File: src/logic/ltc_pkg.sv
// constants and register map of the link-training coefficient override bank
package ltc_pkg;

    // register indices; byte address is four times the index
    localparam logic [7:0] LTC_IDX_OVERRIDE   = 8'hd0;
    localparam logic [7:0] LTC_IDX_REQUEST    = 8'hd1;
    localparam logic [7:0] LTC_IDX_FL_STATUS  = 8'hd2;
    localparam logic [7:0] LTC_IDX_COEF_L1    = 8'he1;
    localparam logic [7:0] LTC_IDX_TSTAT_L1   = 8'he2;
    localparam logic [7:0] LTC_IDX_COEF_L2    = 8'he5;
    localparam logic [7:0] LTC_IDX_TSTAT_L2   = 8'he6;
    localparam logic [7:0] LTC_IDX_COEF_L3    = 8'he9;
    localparam logic [7:0] LTC_IDX_TSTAT_L3   = 8'hea;
    localparam logic [7:0] LTC_IDX_IRQ_STATUS = 8'hf0;
    localparam logic [7:0] LTC_IDX_IRQ_ENABLE = 8'hf1;
    localparam logic [7:0] LTC_IDX_IRQ_CLEAR  = 8'hf2;

    // override enable bit positions
    localparam int LTC_BIT_PARTNER_EN = 16;
    localparam int LTC_BIT_LOCAL_EN   = 17;

    // request bit positions, lane 1 at the base
    localparam int LTC_BIT_PARTNER_REQ = 5;
    localparam int LTC_BIT_LOCAL_REQ   = 9;

    // frame-lock status field base (lane 1), 8 bits per lane
    localparam int LTC_BIT_FL_ERR = 8;
    localparam int LTC_FL_W       = 8;

    // coefficient field positions inside a lane coefficient register
    localparam int LTC_BIT_PARTNER_COEF = 0;
    localparam int LTC_BIT_LOCAL_COEF   = 16;
    localparam int LTC_COEF_W           = 8;

    // interrupt status layout
    localparam int LTC_IRQ_PARTNER = 0;
    localparam int LTC_IRQ_LOCAL   = 3;
    localparam int LTC_IRQ_UNREC   = 6;
    localparam int LTC_IRQ_W       = 8;

    // reset values
    localparam logic [31:0] LTC_RST_WORD = 32'h0000_0000;
    localparam logic        LTC_RST_BIT  = 1'b0;

    // axi responses
    localparam logic [1:0] LTC_RESP_OKAY   = 2'b00;
    localparam logic [1:0] LTC_RESP_SLVERR = 2'b10;

endpackage

File: src/logic/ltc_lane_req.sv
// one lane's self-clearing coefficient request pair
`timescale 1ns/1ns
`default_nettype none
module ltc_lane_req
    import ltc_pkg::*;
(
    input  wire logic sys_clk_i,        // register clock
    input  wire logic rst_b_i,          // sync reset, active low
    input  wire logic partner_wr_i,     // write of a 1 to partner request
    input  wire logic local_wr_i,       // write of a 1 to local request
    input  wire logic partner_en_i,     // partner override enable
    input  wire logic local_en_i,       // local override enable
    input  wire logic partner_ack_i,    // training logic took partner push
    input  wire logic local_ack_i,      // training logic took local apply
    output logic      partner_req_o,    // pending partner push
    output logic      local_req_o,      // pending local apply
    output logic      partner_taken_o,  // pulse: partner push taken
    output logic      local_taken_o     // pulse: local apply taken
);

    logic partner_q;  // partner push pending
    logic local_q;    // local apply pending

    // partner push: set only while enabled, cleared by the taker
    always_ff @(posedge sys_clk_i) begin
        if (!rst_b_i) begin
            partner_q <= LTC_RST_BIT;
        end else if (partner_wr_i && partner_en_i) begin
            partner_q <= 1'b1;
        end else if (partner_ack_i) begin
            partner_q <= 1'b0;
        end
    end

    // local apply: same scheme with the local enable
    always_ff @(posedge sys_clk_i) begin
        if (!rst_b_i) begin
            local_q <= LTC_RST_BIT;
        end else if (local_wr_i && local_en_i) begin
            local_q <= 1'b1;
        end else if (local_ack_i) begin
            local_q <= 1'b0;
        end
    end

    // handshake outputs; taken only counts a pending request
    assign partner_req_o   = partner_q;
    assign local_req_o     = local_q;
    assign partner_taken_o = partner_q && partner_ack_i;
    assign local_taken_o   = local_q && local_ack_i;

endmodule
`default_nettype wire

File: src/logic/ltc_regs.sv
// link-training coefficient override register bank with axi4-lite slave
//
// Local design decision: register access over AXI4-Lite.
`timescale 1ns/1ns
`default_nettype none
module ltc_regs
    import ltc_pkg::*;
#(
    parameter int          ADDR_W   = 12,           // byte address width
    parameter int          TAP_W    = 32,           // training status width
    parameter logic [31:0] INIT_TAP = 32'h0000_0000 // initial tap settings
)(
    input  wire logic              sys_clk_i,      // register clock
    input  wire logic              rst_b_i,        // sync reset, active low
    // axi4-lite write address
    input  wire logic [ADDR_W-1:0] s_axi_awaddr,   // write address
    input  wire logic              s_axi_awvalid,  // address valid
    output logic                   s_axi_awready,  // address ready
    // axi4-lite write data
    input  wire logic [31:0]       s_axi_wdata,    // write data
    input  wire logic [3:0]        s_axi_wstrb,    // byte enables
    input  wire logic              s_axi_wvalid,   // data valid
    output logic                   s_axi_wready,   // data ready
    // axi4-lite write response
    output logic [1:0]             s_axi_bresp,    // write response
    output logic                   s_axi_bvalid,   // response valid
    input  wire logic              s_axi_bready,   // response ready
    // axi4-lite read address
    input  wire logic [ADDR_W-1:0] s_axi_araddr,   // read address
    input  wire logic              s_axi_arvalid,  // address valid
    output logic                   s_axi_arready,  // address ready
    // axi4-lite read data
    output logic [31:0]            s_axi_rdata,    // read data
    output logic [1:0]             s_axi_rresp,    // read response
    output logic                   s_axi_rvalid,   // data valid
    input  wire logic              s_axi_rready,   // data ready
    // toward the link-training logic, lane 1 in bit 0
    output logic [2:0]             partner_coef_req_o,  // push request
    input  wire logic [2:0]        partner_coef_ack_i,  // push taken
    output logic [23:0]            partner_coef_o,      // partner coefs
    output logic [2:0]             local_coef_req_o,    // apply request
    input  wire logic [2:0]        local_coef_ack_i,    // apply taken
    output logic [23:0]            local_coef_o,        // local coefs
    // from the link-training logic; frame-lock errors for lanes 1 and 2, tap settings for lanes 1 to 3
    input  wire logic [15:0]       frame_lock_err_i,    // frame-lock errors
    input  wire logic [3*TAP_W-1:0] tap_status_i,       // tap settings
    output logic [1:0]             fl_unrecoverable_o,  // unrecoverable
    output logic                   irq_o                // interrupt level
);

    // ---------------- axi4-lite slave ----------------
    logic              aw_held_q;   // write address captured
    logic [ADDR_W-1:0] aw_addr_q;   // captured write address
    logic              w_held_q;    // write data captured
    logic [31:0]       w_data_q;    // captured write data
    logic [3:0]        w_strb_q;    // captured byte enables
    logic              bvalid_q;    // write response pending
    logic [1:0]        bresp_q;     // write response code
    logic              rvalid_q;    // read data pending
    logic [31:0]       rdata_q;     // read data word
    logic [1:0]        rresp_q;     // read response code
    logic              do_write;    // both halves present, commit now
    logic [7:0]        wr_idx;      // write register index
    logic [7:0]        rd_idx;      // read register index
    logic              wr_hit;      // write index is mapped
    logic [31:0]       rd_word;     // read mux output
    logic              rd_hit;      // read index is mapped

    assign s_axi_awready = !aw_held_q && !bvalid_q;
    assign s_axi_wready  = !w_held_q && !bvalid_q;
    assign s_axi_arready = !rvalid_q;
    assign s_axi_bvalid  = bvalid_q;
    assign s_axi_bresp   = bresp_q;
    assign s_axi_rvalid  = rvalid_q;
    assign s_axi_rdata   = rdata_q;
    assign s_axi_rresp   = rresp_q;
    assign do_write      = aw_held_q && w_held_q && !bvalid_q;
    assign wr_idx        = aw_addr_q[9:2];
    assign rd_idx        = s_axi_araddr[9:2];

    // write address capture, independent of write data
    always_ff @(posedge sys_clk_i) begin
        if (!rst_b_i) begin
            aw_held_q <= 1'b0;
            aw_addr_q <= '0;
        end else if (s_axi_awvalid && s_axi_awready) begin
            aw_held_q <= 1'b1;
            aw_addr_q <= s_axi_awaddr;
        end else if (do_write) begin
            aw_held_q <= 1'b0;
        end
    end

    // write data capture
    always_ff @(posedge sys_clk_i) begin
        if (!rst_b_i) begin
            w_held_q <= 1'b0;
            w_data_q <= LTC_RST_WORD;
            w_strb_q <= 4'h0;
        end else if (s_axi_wvalid && s_axi_wready) begin
            w_held_q <= 1'b1;
            w_data_q <= s_axi_wdata;
            w_strb_q <= s_axi_wstrb;
        end else if (do_write) begin
            w_held_q <= 1'b0;
        end
    end

    // write response, slverr for an unmapped index
    always_ff @(posedge sys_clk_i) begin
        if (!rst_b_i) begin
            bvalid_q <= 1'b0;
            bresp_q  <= LTC_RESP_OKAY;
        end else if (do_write) begin
            bvalid_q <= 1'b1;
            bresp_q  <= wr_hit ? LTC_RESP_OKAY : LTC_RESP_SLVERR;
        end else if (s_axi_bready) begin
            bvalid_q <= 1'b0;
        end
    end

    // read data, registered on the address handshake
    always_ff @(posedge sys_clk_i) begin
        if (!rst_b_i) begin
            rvalid_q <= 1'b0;
            rdata_q  <= LTC_RST_WORD;
            rresp_q  <= LTC_RESP_OKAY;
        end else if (s_axi_arvalid && s_axi_arready) begin
            rvalid_q <= 1'b1;
            rdata_q  <= rd_word;
            rresp_q  <= rd_hit ? LTC_RESP_OKAY : LTC_RESP_SLVERR;
        end else if (s_axi_rready) begin
            rvalid_q <= 1'b0;
        end
    end

    // byte-lane merge of a write into an old word
    function automatic logic [31:0] merge(input logic [31:0] old_w,
                                          input logic [31:0] new_w,
                                          input logic [3:0]  strb);
        logic [31:0] res;
        res = old_w;
        for (int b = 0; b < 4; b++) begin
            if (strb[b]) begin
                res[8*b +: 8] = new_w[8*b +: 8];
            end
        end
        return res;
    endfunction

    // ---------------- control registers ----------------
    logic              partner_en_q;  // partner override enable
    logic              local_en_q;    // local override enable
    logic [31:0]       coef_q [3];    // per-lane coefficient words
    logic [LTC_IRQ_W-1:0] irq_stat_q; // sticky event bits
    logic [LTC_IRQ_W-1:0] irq_en_q;   // event enables
    logic [LTC_IRQ_W-1:0] irq_evt;    // this cycle's events
    logic [LTC_IRQ_W-1:0] irq_clr;    // this cycle's clears
    logic [31:0]       merged;        // write data merged onto zero
    logic              req_wr;        // write to the request register

    assign merged = merge(LTC_RST_WORD, w_data_q, w_strb_q);
    assign req_wr = do_write && (wr_idx == LTC_IDX_REQUEST);

    // override enables; only the byte holding them is written
    always_ff @(posedge sys_clk_i) begin
        if (!rst_b_i) begin
            partner_en_q <= LTC_RST_BIT;
            local_en_q   <= LTC_RST_BIT;
        end else if (do_write && wr_idx == LTC_IDX_OVERRIDE && w_strb_q[2]) begin
            partner_en_q <= w_data_q[LTC_BIT_PARTNER_EN];
            local_en_q   <= w_data_q[LTC_BIT_LOCAL_EN];
        end
    end

    // per-lane request logic and coefficient words
    logic [7:0] coef_idx [3];     // coefficient register index per lane
    logic [2:0] partner_taken;    // push taken pulses
    logic [2:0] local_taken;      // apply taken pulses

    assign coef_idx[0] = LTC_IDX_COEF_L1;
    assign coef_idx[1] = LTC_IDX_COEF_L2;
    assign coef_idx[2] = LTC_IDX_COEF_L3;

    for (genvar l = 0; l < 3; l++) begin : g_lane
        // coefficient word, byte-lane writable
        always_ff @(posedge sys_clk_i) begin
            if (!rst_b_i) begin
                coef_q[l] <= LTC_RST_WORD;
            end else if (do_write && wr_idx == coef_idx[l]) begin
                coef_q[l] <= merge(coef_q[l], w_data_q, w_strb_q);
            end
        end

        // coefficient fields presented to the training logic
        assign partner_coef_o[8*l +: 8] =
            coef_q[l][LTC_BIT_PARTNER_COEF +: LTC_COEF_W];
        assign local_coef_o[8*l +: 8] =
            coef_q[l][LTC_BIT_LOCAL_COEF +: LTC_COEF_W];

        // request pair; bit positions step by lane
        ltc_lane_req u_req (
            .sys_clk_i       (sys_clk_i),
            .rst_b_i         (rst_b_i),
            .partner_wr_i    (req_wr && merged[LTC_BIT_PARTNER_REQ + l]),
            .local_wr_i      (req_wr && merged[LTC_BIT_LOCAL_REQ + l]),
            .partner_en_i    (partner_en_q),
            .local_en_i      (local_en_q),
            .partner_ack_i   (partner_coef_ack_i[l]),
            .local_ack_i     (local_coef_ack_i[l]),
            .partner_req_o   (partner_coef_req_o[l]),
            .local_req_o     (local_coef_req_o[l]),
            .partner_taken_o (partner_taken[l]),
            .local_taken_o   (local_taken[l])
        );
    end

    // ---------------- frame-lock status ----------------
    logic [15:0] fl_err_q;    // sampled frame-lock errors, lanes 1-2
    logic [1:0]  unrec_q;     // unrecoverable flags, lanes 1-2
    logic [1:0]  unrec_rise;  // new unrecoverable condition

    // sample error fields for the read path
    always_ff @(posedge sys_clk_i) begin
        if (!rst_b_i) begin
            fl_err_q <= 16'h0000;
        end else begin
            fl_err_q <= frame_lock_err_i;
        end
    end

    for (genvar u = 0; u < 2; u++) begin : g_unrec
        // error present while the taps still equal their start values
        always_ff @(posedge sys_clk_i) begin
            if (!rst_b_i) begin
                unrec_q[u] <= 1'b0;
            end else begin
                unrec_q[u] <= (|fl_err_q[8*u +: 8]) &&
                    (tap_status_i[TAP_W*u +: TAP_W] == INIT_TAP[TAP_W-1:0]);
            end
        end
        assign unrec_rise[u] = (|fl_err_q[8*u +: 8]) &&
            (tap_status_i[TAP_W*u +: TAP_W] == INIT_TAP[TAP_W-1:0]) &&
            !unrec_q[u];
    end

    assign fl_unrecoverable_o = unrec_q;

    // ---------------- interrupts ----------------
    assign irq_evt = {unrec_rise, local_taken, partner_taken};
    assign irq_clr = (do_write && wr_idx == LTC_IDX_IRQ_CLEAR)
                   ? merged[LTC_IRQ_W-1:0] : '0;

    // sticky status: a new event wins over a clear in the same cycle
    always_ff @(posedge sys_clk_i) begin
        if (!rst_b_i) begin
            irq_stat_q <= '0;
        end else begin
            irq_stat_q <= (irq_stat_q & ~irq_clr) | irq_evt;
        end
    end

    // interrupt enables
    always_ff @(posedge sys_clk_i) begin
        if (!rst_b_i) begin
            irq_en_q <= '0;
        end else if (do_write && wr_idx == LTC_IDX_IRQ_ENABLE && w_strb_q[0]) begin
            irq_en_q <= w_data_q[LTC_IRQ_W-1:0];
        end
    end

    // interrupt level
    always_ff @(posedge sys_clk_i) begin
        if (!rst_b_i) begin
            irq_o <= 1'b0;
        end else begin
            irq_o <= |(((irq_stat_q & ~irq_clr) | irq_evt) & irq_en_q);
        end
    end

    // ---------------- decode ----------------
    // mapped write indices
    always_comb begin
        case (wr_idx)
            LTC_IDX_OVERRIDE, LTC_IDX_REQUEST, LTC_IDX_FL_STATUS,
            LTC_IDX_COEF_L1, LTC_IDX_COEF_L2, LTC_IDX_COEF_L3,
            LTC_IDX_TSTAT_L1, LTC_IDX_TSTAT_L2, LTC_IDX_TSTAT_L3,
            LTC_IDX_IRQ_STATUS, LTC_IDX_IRQ_ENABLE,
            LTC_IDX_IRQ_CLEAR: wr_hit = 1'b1;
            default:           wr_hit = 1'b0;
        endcase
    end

    // read mux; unused bits read as zero
    always_comb begin
        rd_word = LTC_RST_WORD;
        rd_hit  = 1'b1;
        case (rd_idx)
            LTC_IDX_OVERRIDE: begin
                rd_word[LTC_BIT_PARTNER_EN] = partner_en_q;
                rd_word[LTC_BIT_LOCAL_EN]   = local_en_q;
            end
            LTC_IDX_REQUEST: begin
                rd_word[LTC_BIT_PARTNER_REQ +: 3] = partner_coef_req_o;
                rd_word[LTC_BIT_LOCAL_REQ +: 3]   = local_coef_req_o;
            end
            LTC_IDX_FL_STATUS: begin
                rd_word[LTC_BIT_FL_ERR +: 2*LTC_FL_W] = fl_err_q;
            end
            LTC_IDX_COEF_L1:    rd_word = coef_q[0];
            LTC_IDX_COEF_L2:    rd_word = coef_q[1];
            LTC_IDX_COEF_L3:    rd_word = coef_q[2];
            LTC_IDX_TSTAT_L1:   rd_word[TAP_W-1:0] = tap_status_i[0 +: TAP_W];
            LTC_IDX_TSTAT_L2:   rd_word[TAP_W-1:0] = tap_status_i[TAP_W +: TAP_W];
            LTC_IDX_TSTAT_L3:   rd_word[TAP_W-1:0] = tap_status_i[2*TAP_W +: TAP_W];
            LTC_IDX_IRQ_STATUS: rd_word[LTC_IRQ_W-1:0] = irq_stat_q;
            LTC_IDX_IRQ_ENABLE: rd_word[LTC_IRQ_W-1:0] = irq_en_q;
            LTC_IDX_IRQ_CLEAR:  rd_word = LTC_RST_WORD;
            default:            rd_hit = 1'b0;
        endcase
    end

endmodule
`default_nettype wire

File: config.mk
export PLATFORM = sky130hd
export DESIGN_NAME = ltc_regs
export DESIGN_NICKNAME = d
export VERILOG_FILES = /design/src/logic/ltc_pkg.sv /design/src/logic/ltc_lane_req.sv /design/src/logic/ltc_regs.sv
export SDC_FILE = /design/constraint.sdc
export NUM_CORES = 1
export LEC_CHECK = 0
export ABC_AREA = 0
export BUFFER_PORTS_ARGS = -buffer_cell sky130_fd_sc_hd__buf_2
export CAP_MARGIN = 20
export CORE_ASPECT_RATIO = 0.8
export CORE_MARGIN = 5
export CORE_UTILIZATION = 54
export CTS_CLUSTER_SIZE = 25
export DETAILED_ROUTE_END_ITERATION = 10
export PLACE_DENSITY = 0.85
export RECOVER_POWER = 50
export SLEW_MARGIN = 40
export SYNTH_ARGS = -nofsm -noshare
export SYNTH_HDL_FRONTEND = slang
export SYNTH_HIERARCHICAL = 1
export SYNTH_SLANG_ARGS = --single-unit
File: constraint.sdc
create_clock -name sys_clk_i -period 4.8 [get_ports sys_clk_i]
set_clock_uncertainty 0.15 [all_clocks]
set_input_delay 0.24 -clock sys_clk_i [delete_from_list [all_inputs] [get_ports sys_clk_i]]
set_output_delay 0.24 -clock sys_clk_i [all_outputs]
set_load 0.01 [all_outputs]
## After elaboration in Yosys (flattened, before gate mapping)

Memories as Yosys holds them, arrays and structs flattened.
Index checks and enable logic that the tools add are counted.

| operators by class | value |
|---|---|
| bitwise logic cells | 7 |
| mux-type cells | 83 |
| reductions and logical operators | 61 |
| equality and inequality tests | 24 |

Operator list:

| operator | count |
|---|---|
| $mux W8 | 38 |
| $eq A8 B8 Y1 const B | 24 |
| $mux W32 | 3 |
| $logic_not A32 Y1 | 2 |
| $pmux W8 S6 | 1 |
| $pmux W6 S7 | 1 |
| $pmux W5 S8 | 1 |
| $logic_and A1 B1 Y1 | 38 |
| $mux W1 | 31 |
| $pmux W4 S7 | 1 |
| $pmux W3 S9 | 1 |
| $pmux W3 S8 | 1 |
| $reduce_or A12 Y1 | 2 |
| $reduce_or A8 Y1 | 3 |
| $reduce_bool A2 Y1 | 10 |
| $and A8 B8 Y8 | 2 |
| $pmux W2 S8 | 1 |
| $not A8 Y8 | 1 |
| $or A8 B8 Y8 | 1 |
| $pmux W1 S7 | 1 |
| $logic_not A1 Y1 | 6 |
| $mux W2 | 2 |
| $mux W4 | 1 |
| $or A1 B1 Y1 | 3 |

| storage, ports and cells | value |
|---|---|
| input bits | 185 |
| bits in writable memories | 96 |
| word-level logic and storage cells | 200 |
| memories kept | 1 |
| bits in registers | 129 |
| output and inout bits | 98 |

Memories:

| memory | depth | bits a word | rd ports | clocked after memory_dff | write ports | line | RTL |
|---|---|---|---|---|---|---|---|
| coef_q | 3 | 32 | 3 | 0 | 3 | ltc_regs.sv:154 | `logic [31:0] coef_q [3];` |

## Logic depth before layout (Yosys ltp)

Gate-level depths: netlist of run 1.

| depth | value |
|---|---|
| depth in word-level cells | 9 |
| gate-level depth with buffers | 8 |
| depth with buffers taken out | 7 |

## By module

The synthesis of run 1 kept the hierarchy.

By module, submodules not included:

| module | seq. area each (µm²) | cells an instance | area an instance (µm²) | times used |
|---|---|---|---|---|
| ltc_regs | 5265.0 | 1060 | 10403.7 | 1 |
| ltc_lane_req | 40.0 | 10 | 111.4 | 3 |

## Worst setup path before layout of run 1

OpenSTA, ideal clock, no wires.

| timing path | value |
|---|---|
| path type | register to register |
| start | register aw_addr_q[7] |
| end | memory coef_q[0][0] (enable) |
| setup time | 0.398 ns |
| period minus slack after synthesis | 2.464 ns |
| path buffers | 0 |
| setup slack | 2.336 ns |
| stages on the path, launching flop included | 3 |
| arrival time | 1.916 ns |
| data required time | 4.252 ns |
| cells stage by stage | dfxtp_1 > or3b_2 > o41ai_1 |

RTL lines:

| item | line | RTL |
|---|---|---|
| start, declared | ltc_regs.sv:53 | `logic [ADDR_W-1:0] aw_addr_q;` |
| start signal, assigned | ltc_regs.sv:88 | `aw_addr_q <= s_axi_awaddr;` |
| end, declared | ltc_regs.sv:154 |  |

## Worst setup path after layout of run 1

| timing path | value |
|---|---|
| start | input port s_axi_araddr[5] |
| end | register rdata_q[19], in the netlist s_axi_rdata[19] |

| on the way | value |
|---|---|
| longest elaborated chain between the ends | 2 |
| elaborated cells on any way between the ends | 8 |
| those cells by class | eq/ne: 7; mux: 1 |

Ends and longest elaborated chain:

| item | line | RTL |
|---|---|---|
| start, declared | ltc_regs.sv:29 | `input wire logic [ADDR_W-1:0] s_axi_araddr,` |
| $eq A8 B8 Y1 | ltc_regs.sv:298 | `case (rd_idx)` |
| $pmux W6 S7 * | ltc_regs.sv:298 |  |
| end signal, assigned | ltc_regs.sv:130 | `rdata_q <= rd_word;` |
| end, declared | ltc_regs.sv:60 | `logic [31:0] rdata_q;` |

Mark *: on every way between the ends. The rest lies on a longest branch, timed or not.
A chain may end at the register's enable or synchronous reset.

==> results_dict.tcl, run 1 <==
set metrics [dict create \
    crit_chain "clkbuf_1 > inv_1 > and3_1 > a222oi_1 > nand3_1 > dlygate4sd3_1 > a22o_1" \
    cpPeakStageDelay_ps 1360 \
    seqPwrFrac 0.497 \
    wl_per_cell_um 23.0 \
    hold_buffers 94 \
    crit_slowest_cell "clkbuf_1" \
    wirelength_um 38500 \
    ios 283 \
    die_h_um 136 \
    cts_max_level 1 \
    crit_family "buffers and inverters" \
    synth_seq_cells 221 \
    utilization 0.680 \
    slew_violations 160 \
    cp.arrival_ps 3890 \
    ant_nets 0 \
    rsz0062_at_grt "false" \
    syn_area_um2 10700 \
    start_util 0.546 \
    area_growth_pct 24.6 \
    clockPowerShare 0.399 \
    violations "capacitance limit, slew limit" \
    critical_path_buf_inv_count 3 \
    first_global_vias 9610 \
    cts.clk_slew.worst_paths_ps 60 \
    ys.flop_type "dfxtp_1" \
    setup_tns_ps 0 \
    power_mw 4.22 \
    hold_class "input port to register" \
    cts_resized 0 \
    die_area_um2 22800 \
    tightestPinTransition_ps 2290 \
    max_slew_margin -0.525 \
    seq_area_frac_synth 0.502 \
    drtIter0Drc 1407 \
    grt_overflow 0 \
    power_leakage_nw 5.15 \
    nFillCells 1598 \
    port-buffer-count 272 \
    setup_viol 0 \
    ff_latch_area_um2 5390 \
    max_freq_mhz 276 \
    syn_inst 1090 \
    vias_per_cell 6.02 \
    drive_gt1_frac 0.183 \
    first_pass_iters 7 \
    critical_path_class "input port to register" \
    multiInputGateArea_um2 4570 \
    intPower_mw 3.14 \
    cts_setup_buffers 0 \
    cts_buffers 23 \
    fin_area_um2 13400 \
    cts.sinks 221 \
    pwr-share-comb 0.104 \
    final_cell_mix "buf_2, nand2_1, dfxtp_1" \
    irDropWorstVdd_mv 0.269 \
    gp_congestion 0.970 \
    synth-edff-count 96 \
    fp.dieW_um 168 \
    antenna_found_initial 2 \
    clk-insertion-delay-late_ps 530 \
    syn_area_per_cell_um2 9.85 \
    switching_share 0.255 \
    end_kind "register" \
    grt_use_total 0.324 \
    ctsLongestPathBuffers 3 \
    synth_cell_type_count 69 \
    synth_warnings 6 \
    worstPathMaxFanout 33 \
    start_kind "input port" \
    hpwlAfterDp_um 28400 \
    max-cap-violations 4 \
    crit_required_ps 5070 \
    grt_max_degree 52 \
    rows 46 \
    num_vias 10053 \
    place_area_um2 11900 \
    final_common_cell "buf_2" \
    status "finished, violations left" \
    async_reset_ff_frac 0 \
    power_density_nw_per_um2 316 \
    timing.final.crit_share 0.754 \
    core_um2 19700 \
    nets 1574 \
    cts_tree "done" \
    timing.final.crit_period_ps 3620 \
    grt_pass1_wl_um 56900 \
    drcViolationCount 0 \
    clock-root-buffer "clkbuf_16" \
    finalHoldViolCount 0 \
    p_sw_mw 1.08 \
]
-- cells in the mapped netlist, types with 4 or more instances --
| master | instances | area (um^2) |
|---|---|---|
| nand2b_1 | 11 | 68.8 |
| inv_1 | 15 | 56.3 |
| mux2_2 | 7 | 78.8 |
| a221oi_1 | 4 | 35.0 |
| nand2b_4 | 6 | 82.6 |
| buf_6 | 5 | 56.3 |
| and3_1 | 4 | 25.0 |
| nand3_1 | 26 | 130 |
| nor4_4 | 4 | 85.1 |
| a211oi_1 | 9 | 67.6 |
| o22ai_1 | 4 | 25.0 |
| nand4_1 | 12 | 75.1 |
| nor3_1 | 10 | 50.1 |
| dfxtp_1 | 125 | 2500 |
| a22oi_1 | 28 | 210 |
| buf_2 | 14 | 70.1 |
| clkbuf_1 | 43 | 161 |
| mux2i_1 | 25 | 250 |
| a21boi_2 | 6 | 67.6 |
| a32oi_1 | 6 | 52.6 |
| a32o_1 | 14 | 140 |
| a21oi_1 | 64 | 320 |
| edfxtp_1 | 96 | 2880 |
| nor2_1 | 47 | 176 |
| and2_1 | 119 | 744 |
| a22o_1 | 26 | 228 |
| a222oi_1 | 17 | 170 |
| nand2_1 | 168 | 631 |
| o21ai_0 | 30 | 150 |
| nor2b_1 | 8 | 50.1 |
| buf_4 | 52 | 390 |
| nand3b_1 | 5 | 37.5 |
| nor4_1 | 22 | 138 |
-- area by class of cell --
class | count | share of cell area
flip-flops and latches | 221 | 0.403
clock buffers | 31 | 0.0470
clock inverters | 11 | 0.00561
diodes | 1 | 0.000187
well taps | 264 | 0.0247
multi-input cells | 739 | 0.342
repair buffers | 389 | 0.174
inverters | 15 | 0.00421
-- kinds of logic (layout without fill, tap and decap cells) --
kind of cell           count (synthesis)  in the layout  synth area share
other                                  1              3          0.000349
DFF                                  221            221             0.502
buffers and inverters                131            446            0.0691
muxes                                 32             32            0.0306
and+or+nand+nor                      467            467             0.237
AOI/OAI and AO/OA                    238            238             0.161
-- final timing paths --
| kind | endpoint | slack (ps) | depth (start not counted) | startpoint |
|---|---|---|---|---|
| max reg2reg | coef_q[2][13]$_SDFFCE_PN0P_ | 1250 | 6 | s_axi_bvalid$_SDFFE_PN0P_ |
| min | s_axi_rdata[4]$_SDFFE_PN0P_ | 5 | 5 | tap_status_i[68] |
| min reg2reg | s_axi_rdata[4]$_SDFFE_PN0P_ | 310 | 2 | s_axi_rdata[4]$_SDFFE_PN0P_ |
| max | s_axi_rdata[19]$_SDFFE_PN0P_ | 1180 | 7 | s_axi_araddr[5] |
-- power by group through the flow --
stage                     registers, mW  logic (mW)  clock network (mW)
after floorplan                    2.11       0.215                   0
after global placement             2.13       0.379                   0
after detailed placement           2.13       0.383                   0
after CTS                          2.09       0.440                1.69
after global routing               2.10       0.471                1.77
final                              2.10       0.440                1.68
-- tightest hold or removal path: cells and delay by family --
kind	cells	cell delay, ps
compound gates	3	260
buf+inv	1	90
simple gates	1	60
-- state kept, by name, summed over array words and instances (netlist names) --
name / flops
coef_q: 96
s_axi_rdata: 32
w_data_q: 32
fl_err_q: 16
aw_addr_q: 8
irq_en_q: 8
irq_stat_q: 8
w_strb_q: 4
g_lane.u_req/local_req_o: 3
g_lane.u_req/partner_req_o: 3
fl_unrecoverable_o: 2
aw_held_q: 1
irq_o: 1
local_en_q: 1
partner_en_q: 1
s_axi_bresp: 1
s_axi_bvalid: 1
s_axi_rresp: 1
s_axi_rvalid: 1
w_held_q: 1
-- per-stage QoR --
step | setup slack [ps] | hold WS (ps) | cells
after floorplan | 2340 | 190 | 1091
after global placement | 1920 | 279 | 1531
after global routing | 1020 | 38.6 | 1671
after CTS | 2030 | 0.480 | 1669
after detailed placement | 1960 | 286 | 1533
final | 1180 | 5.33 | 1671
-- layer usage --
metal / global-route usage / up-vias / share of wire
li1: - / 4517 / -
met1: 0.438 / 4727 / 0.39
met2: 0.491 / 689 / 0.43
met3: 0.103 / 118 / 0.14
met4: 0.123 / 2 / 0.041
met5: 0 / - / 0.00034
(Power assumes the default switching activity.)
==> run 2, diff against run 1 <==
Settings changed: ABC_AREA 0 to 1, CORE_UTILIZATION 54 to 48, PLACE_DENSITY 0.85 to 0.81.
Clock period 4.8 ns to 3.15 ns, I/O delays scaled along.
==> run 2 against run 1 <==
  * The run now ends clean
  * Global-route usage decreased by 1.9 points
  * Area after synthesis decreased by 2.6%
  * Total power grew 60%
  * Largest cell class unchanged
  * Critical path type unchanged
  * Setup slack worse by 1100 ps
  * Critical endpoint is now irq_o$_SDFF_PN0_
  * Combinational power rose by 66%
  * Sequential power is 51% higher
  * Sequential share of layout area down 1.0 points
  * Largest power group unchanged
  * Hold slack improved by 7.0 ps
  * Cell count increased by 17%
==> results_dict.tcl, run 2 <==
set metrics [dict create \
    ff_latch_area_um2 5390 \
    final_common_cell "nand2_1" \
    r2r_slack_ps 200 \
    gp_congestion 1.01 \
    async_reset_ff_frac 0 \
    grt_pass1_wl_um 59400 \
    ios 283 \
    layoutNonFillerInstCount 1950 \
    max_slew_margin 0.0831 \
    start_util 0.486 \
    pwr-share-comb 0.108 \
    area_growth_pct 31.2 \
    grt_use_met1 0.416 \
    hp-start "s_axi_araddr[7]" \
    hold_class "input port to register" \
    grt_max_degree 103 \
    start_kind "input port" \
    cts_max_level 1 \
    largest_reg_flops 96 \
    utilization 0.638 \
    met2_usage 0.464 \
    ctsLongestPathBuffers 3 \
    synth-edff-count 96 \
    crit_required_ps 3450 \
    antenna_found_initial 1 \
    synth_common_cells "nand2_1, nor2_1, nand3_1" \
    cts.sinks 221 \
    intPower_mw 5.07 \
    hpwlAfterDp_um 28200 \
    ant_nets 0 \
    cts_tree "done" \
    setup_tns_ps 0 \
    wirelength_um 39700 \
    core_um2 21500 \
    first_global_vias 10442 \
    place_area_um2 11800 \
    rows 48 \
    clockPowerShare 0.423 \
    die_area_um2 24900 \
    end_kind "register" \
    synth.area.top_cells "edfxtp_1, dfxtp_1, nand2_1" \
    place_inst 1776 \
    power_density_nw_per_um2 493 \
    grtUsageMet3 0.0890 \
    fin_area_um2 13700 \
    busiest_layer "met2" \
    reg2reg_depth 8 \
    die_h_um 142 \
    synth_cell_type_count 35 \
    port-buffer-count 272 \
    synth.most_common_cell "nand2_1" \
    nets 1840 \
    drtIter0Drc 1559 \
    cts_buffers 24 \
    syn_area_per_cell_um2 7.94 \
    timing.final.crit_share 0.985 \
    cts.clk_slew.worst_paths_ps 60 \
    synth_seq_cells 221 \
    status "completed" \
    drive_gt1_frac 0.157 \
    clock-root-buffer "clkbuf_16" \
    tightestPinTransition_ps 1380 \
    regMostFlops "coef_q" \
    critical_path_class "input port to register" \
    whs_endpoint "s_axi_rdata[7]$_SDFFE_PN0P_" \
    p_sw_mw 1.69 \
    seqPwrFrac 0.469 \
    clk-insertion-delay-late_ps 500 \
    fp.dieW_um 175 \
    vias_per_cell 5.66 \
    hold_depth 6 \
    irDropWorstVdd_mv 0.400 \
    ys.flop_type "dfxtp_1" \
    syn_inst 1317 \
    max-cap-violations 0 \
    synth_top_cell_area_share 0.276 \
    max_freq_mhz 322 \
    timing.final.crit_period_ps 3100 \
    synth_warnings 6 \
    num_vias 11042 \
    r2r_end "s_axi_rdata[29]$_SDFFE_PN0P_" \
    final_cell_mix "nand2_1, nor2_1, buf_2" \
    multiInputGateArea_um2 3970 \
    slew_violations 0 \
    power_leakage_nw 5.68 \
    setup_viol 0 \
    regToRegStartpoint "s_axi_rvalid$_SDFFE_PN0P_" \
    cp.arrival_ps 3410 \
    wl_per_cell_um 20.4 \
    switching_share 0.250 \
    seq_area_frac_synth 0.515 \
    yosysTopAreaCell "edfxtp_1" \
    nFillCells 1842 \
    grt_overflow 0 \
    cts_setup_buffers 0 \
    finalHoldViolCount 0 \
    grt_use_total 0.305 \
    syn_area_um2 10500 \
    rsz0062_at_grt "true" \
    first_pass_iters 9 \
    worstPathMaxFanout 2 \
    drcViolationCount 0 \
]
==> run 2: cell types whose count changed after synthesis, moves of 28 or more <==
| cell | delta |
|---|---|
| a21oi_1 | +35 |
| a22oi_1 | -28 |
| and2_1 | -119 |
| inv_1 | +100 |
| nand2_1 | +61 |
| nand3_1 | +128 |
| nor2_1 | +139 |
| o21ai_0 | +55 |
==> run 2: kinds of logic after synthesis <==
family	Yosys count	share of synthesized area
AOI/OAI and AO/OA	224	0.112
other	1	0.000359
and+or+nand+nor	629	0.264
DFF	221	0.515
buffers and inverters	242	0.109
==> run 2: repair_timing <==
| action | CTS | global route |
|---|---|---|
| hold buffers | 129 | 0 |
| endpoints found under the hold margin | 96 | 0 |
| setup endpoints to repair | 0 | 2 |
| gates resized for setup | 0 | 3 |
==> run 2: through the flow <==
step | hold slack (ps) | power [mW] | worst slack, ps
finish | 12.3 | 6.76 | 46.7
global route | 43.9 | 6.98 | -98.3
CTS | 5.14 | 6.76 | 20.2
detailed placement | 198 | 3.83 | 578
global placement | 193 | 3.82 | 650
floorplan | 105 | 3.53 | 844
==> run 2: worst max-delay path by stage <==
stage	from	to	slack [ps]	depth (start not counted)
final	tap_status_i[22]	irq_o$_SDFF_PN0_	50	16
after global routing	tap_status_i[22]	irq_o$_SDFF_PN0_	-100	16
after CTS	tap_status_i[55]	fl_unrecoverable_o[1]$_SDFF_PN0_	20	11
after detailed placement	aw_held_q$_SDFFE_PN0P_	coef_q[1][14]$_SDFFCE_PN0P_	580	7
after global placement	aw_held_q$_SDFFE_PN0P_	coef_q[1][13]$_SDFFCE_PN0P_	650	7
after floorplan	aw_held_q$_SDFFE_PN0P_	coef_q[1][0]$_SDFFCE_PN0P_	840	6
==> run 2: power by group through the flow <==
stage          Sequential, mW  Combinational [mW]  Clock [mW]
6_report                 3.17               0.731        2.86
2_1_floorplan            3.21               0.321           0
5_1_grt                  3.18               0.785        3.01
3_3_place_gp             3.22               0.593           0
4_1_cts                  3.16               0.720        2.88
3_5_place_dp             3.23               0.603           0
==> run 2: area by class of cell <==
cell class	instances	area share
Antenna cell	2	0.000365
Inverter	119	0.0326
Timing Repair Buffer	434	0.201
Clock inverter	16	0.0107
Tap cell	275	0.0251
Multi-Input combinational cell	855	0.289
Clock buffer	28	0.0486
Sequential cell	221	0.392
==> run 2: worst max-delay path, stage by stage <==
cell and delay (ps):
dlygate4sd3_1 560, buf_2 150, nor2_1 110, nand2_1 50
dlygate4sd3_1 560, nor2_1 80, dlygate4sd3_1 560, nand2_1 50
dlygate4sd3_1 560, nor2_2 120, nand3_2 100, nand2_1 90
nand2_1 50, nand3_1 80, nor2_1 50, nor2_1 70
==> run 2: layer usage <==
layer  up-vias  wire [um]
met2       798      17000
met1      5065      15700
met4         0       1940
met3       154       5090
met5         -          0
li1       5025          -
==> run 3, diff against run 2 <==
Settings changed: CORE_MARGIN 5 to unset.
==> run 3 against run 2 <==
  * The flow now finishes with violations (capacitance limit, slew limit)
  * Cell count fell by 0.97%
  * Setup slack improved by 20 ps
  * Register-to-register slack got worse by 70 ps
  * Clock power fell by 4%
  * Largest power group unchanged
  * Sequential cell count did not move
  * Largest cell class unchanged
  * Sequential share of layout area rose by 0.29 points
  * Global-route usage rose by 2.5 points
  * Fmax rose by 0.64%
  * Utilization rose by 1.1 points
==> results_dict.tcl, run 3 (synthesized netlist as in run 2, its figures left out) <==
set metrics [dict create \
    crit_start "tap_status_i[20]" \
    power_mw 6.64 \
    power_leakage_nw 5.66 \
    final_cell_mix "nand2_1, nor2_1, buf_2" \
    wirelength_um 37800 \
    p_sw_mw 1.63 \
    die_h_um 134 \
    place_inst 1767 \
    nets 1831 \
    n_antenna_cell 0 \
    fin_area_um2 13600 \
    ctsLongestPathBuffers 3 \
    regToRegStartpoint "s_axi_rvalid$_SDFFE_PN0P_" \
    worstPathMaxFanout 2 \
    critical_path_class "input port to register" \
    cts_buffers 23 \
    utilization 0.649 \
    first_global_vias 10045 \
    end_kind "register" \
    r2r_slack_ps 130 \
    num_vias 10891 \
    cts.clk_slew.worst_paths_ps 60 \
    drive_gt1_frac 0.155 \
    clockPowerShare 0.415 \
    grt_overflow 0 \
    drcViolationCount 0 \
    grt_pass1_wl_um 56600 \
    port-buffer-count 272 \
    die_area_um2 22400 \
    cts_tree "done" \
    setup_viol 0 \
    tightestPinTransition_ps 2460 \
    first_pass_iters 6 \
    max_freq_mhz 324 \
    cts.sinks 221 \
    rows 47 \
    final_common_cell "nand2_1" \
    switching_share 0.245 \
    clock-root-buffer "clkbuf_16" \
    drtIter0Drc 1489 \
    slew_violations 55 \
    largest_reg_flops 96 \
    ant_nets 0 \
    start_kind "input port" \
    seqPwrFrac 0.477 \
    pwr-share-comb 0.108 \
    setup_tns_ps 0 \
    r2r_end "s_axi_rdata[26]$_SDFFE_PN0P_" \
    violations "capacitance limit, slew limit" \
    regMostFlops "coef_q" \
    hold_class "input port to register" \
    timing.final.crit_share 0.979 \
    multiInputGateArea_um2 3960 \
    max-cap-violations 1 \
    hpwlAfterDp_um 27300 \
    rsz0062_at_grt "true" \
    clk-insertion-delay-late_ps 520 \
    ff_latch_area_um2 5390 \
    ios 283 \
    power_density_nw_per_um2 487 \
    cp.arrival_ps 3380 \
    fp.dieW_um 167 \
    grt_max_degree 104 \
    intPower_mw 5.01 \
    vias_per_cell 5.64 \
    place_area_um2 11800 \
    core_um2 21000 \
    layout_setup_ws_ps 66.3 \
    dp_slack_ps 718 \
    hp-start "tap_status_i[31]" \
    gp_congestion 0.965 \
    layoutNonFillerInstCount 1931 \
    timing.final.crit_period_ps 3080 \
    crit_required_ps 3450 \
    antenna_found_initial 1 \
    reg2reg_depth 8 \
    nFillCells 1814 \
    fin_hold_ws_ps 25.9 \
    max_slew_margin -0.638 \
    cts_max_level 1 \
    endpoint "irq_o$_SDFF_PN0_" \
    finalHoldViolCount 0 \
    start_util 0.498 \
    grt_use_total 0.331 \
    area_growth_pct 30.3 \
    wl_per_cell_um 19.6 \
    status "finished, violations left" \
    irDropWorstVdd_mv 0.286 \
]
## run 3: cell count changes in the layout (fill, tap and decap cells not counted), moves of 5 or more
cell / before / now
clkinvlp_4: 5 / 0
o21ai_1: 13 / 0
o21ai_0: 87 / 100
dlygate4sd3_1: 128 / 123
## run 3: timing repair
action / 4_1_cts / 5_1_grt
hold buffers: 124 / 0
endpoints found under the setup margin: 0 / 3
gates resized for setup: 0 / 4
setup buffers: 0 / 0
hold endpoints to repair: 96 / 0
## run 3: how the worst min path moves through the flow
stage | to | slack, ps | cells after the start
after floorplan | fl_err_q[0]$_SDFF_PN0_ | 110 | 2
after detailed placement | fl_err_q[11]$_SDFF_PN0_ | 190 | 3
after CTS | s_axi_rdata[3]$_SDFFE_PN0P_ | 2 | 5
final | irq_stat_q[6]$_SDFF_PN0_ | 30 | 6
after global placement | fl_err_q[11]$_SDFF_PN0_ | 200 | 3
after global routing | s_axi_rdata[30]$_SDFFE_PN0P_ | 40 | 5
## run 3: power by group through the flow
stage / clock [mW] / sequential [mW] / combinational [mW]
after floorplan: 0 / 3.21 / 0.321
after global placement: 0 / 3.22 / 0.597
after detailed placement: 0 / 3.22 / 0.605
after CTS: 2.76 / 3.16 / 0.716
after global routing: 2.84 / 3.18 / 0.774
final: 2.75 / 3.17 / 0.719
## run 3: layout make-up
class	count	share of cell area
clock buffer	35	0.0519
sequential	221	0.395
tap	269	0.0247
multi-input combinational	855	0.291
clock inverter	6	0.00386
timing repair buffer	426	0.201
inverter	119	0.0328
## run 3: metal layers
layer / vias to the layer above / part of all wire / GRT usage
met2: 732 / 0.43 / 0.507
met1: 5056 / 0.40 / 0.451
met5: - / 0.00034 / 0
met4: 2 / 0.038 / 0.116
met3: 95 / 0.13 / 0.0879
li1: 5006 / - / -
## run 3: critical path: stages
cell and delay, ps:
dlygate4sd3_1 540, buf_2 130, nor2_1 80, dlygate4sd3_1 550, nand2_1 50, dlygate4sd3_1 570, nor2_2 90, dlygate4sd3_1 570
nand2_1 70, nor2_2 120, nand3_2 120, nand2_1 80, nand2_1 50, nand3_1 80, nor2_1 50, nor2_1 70
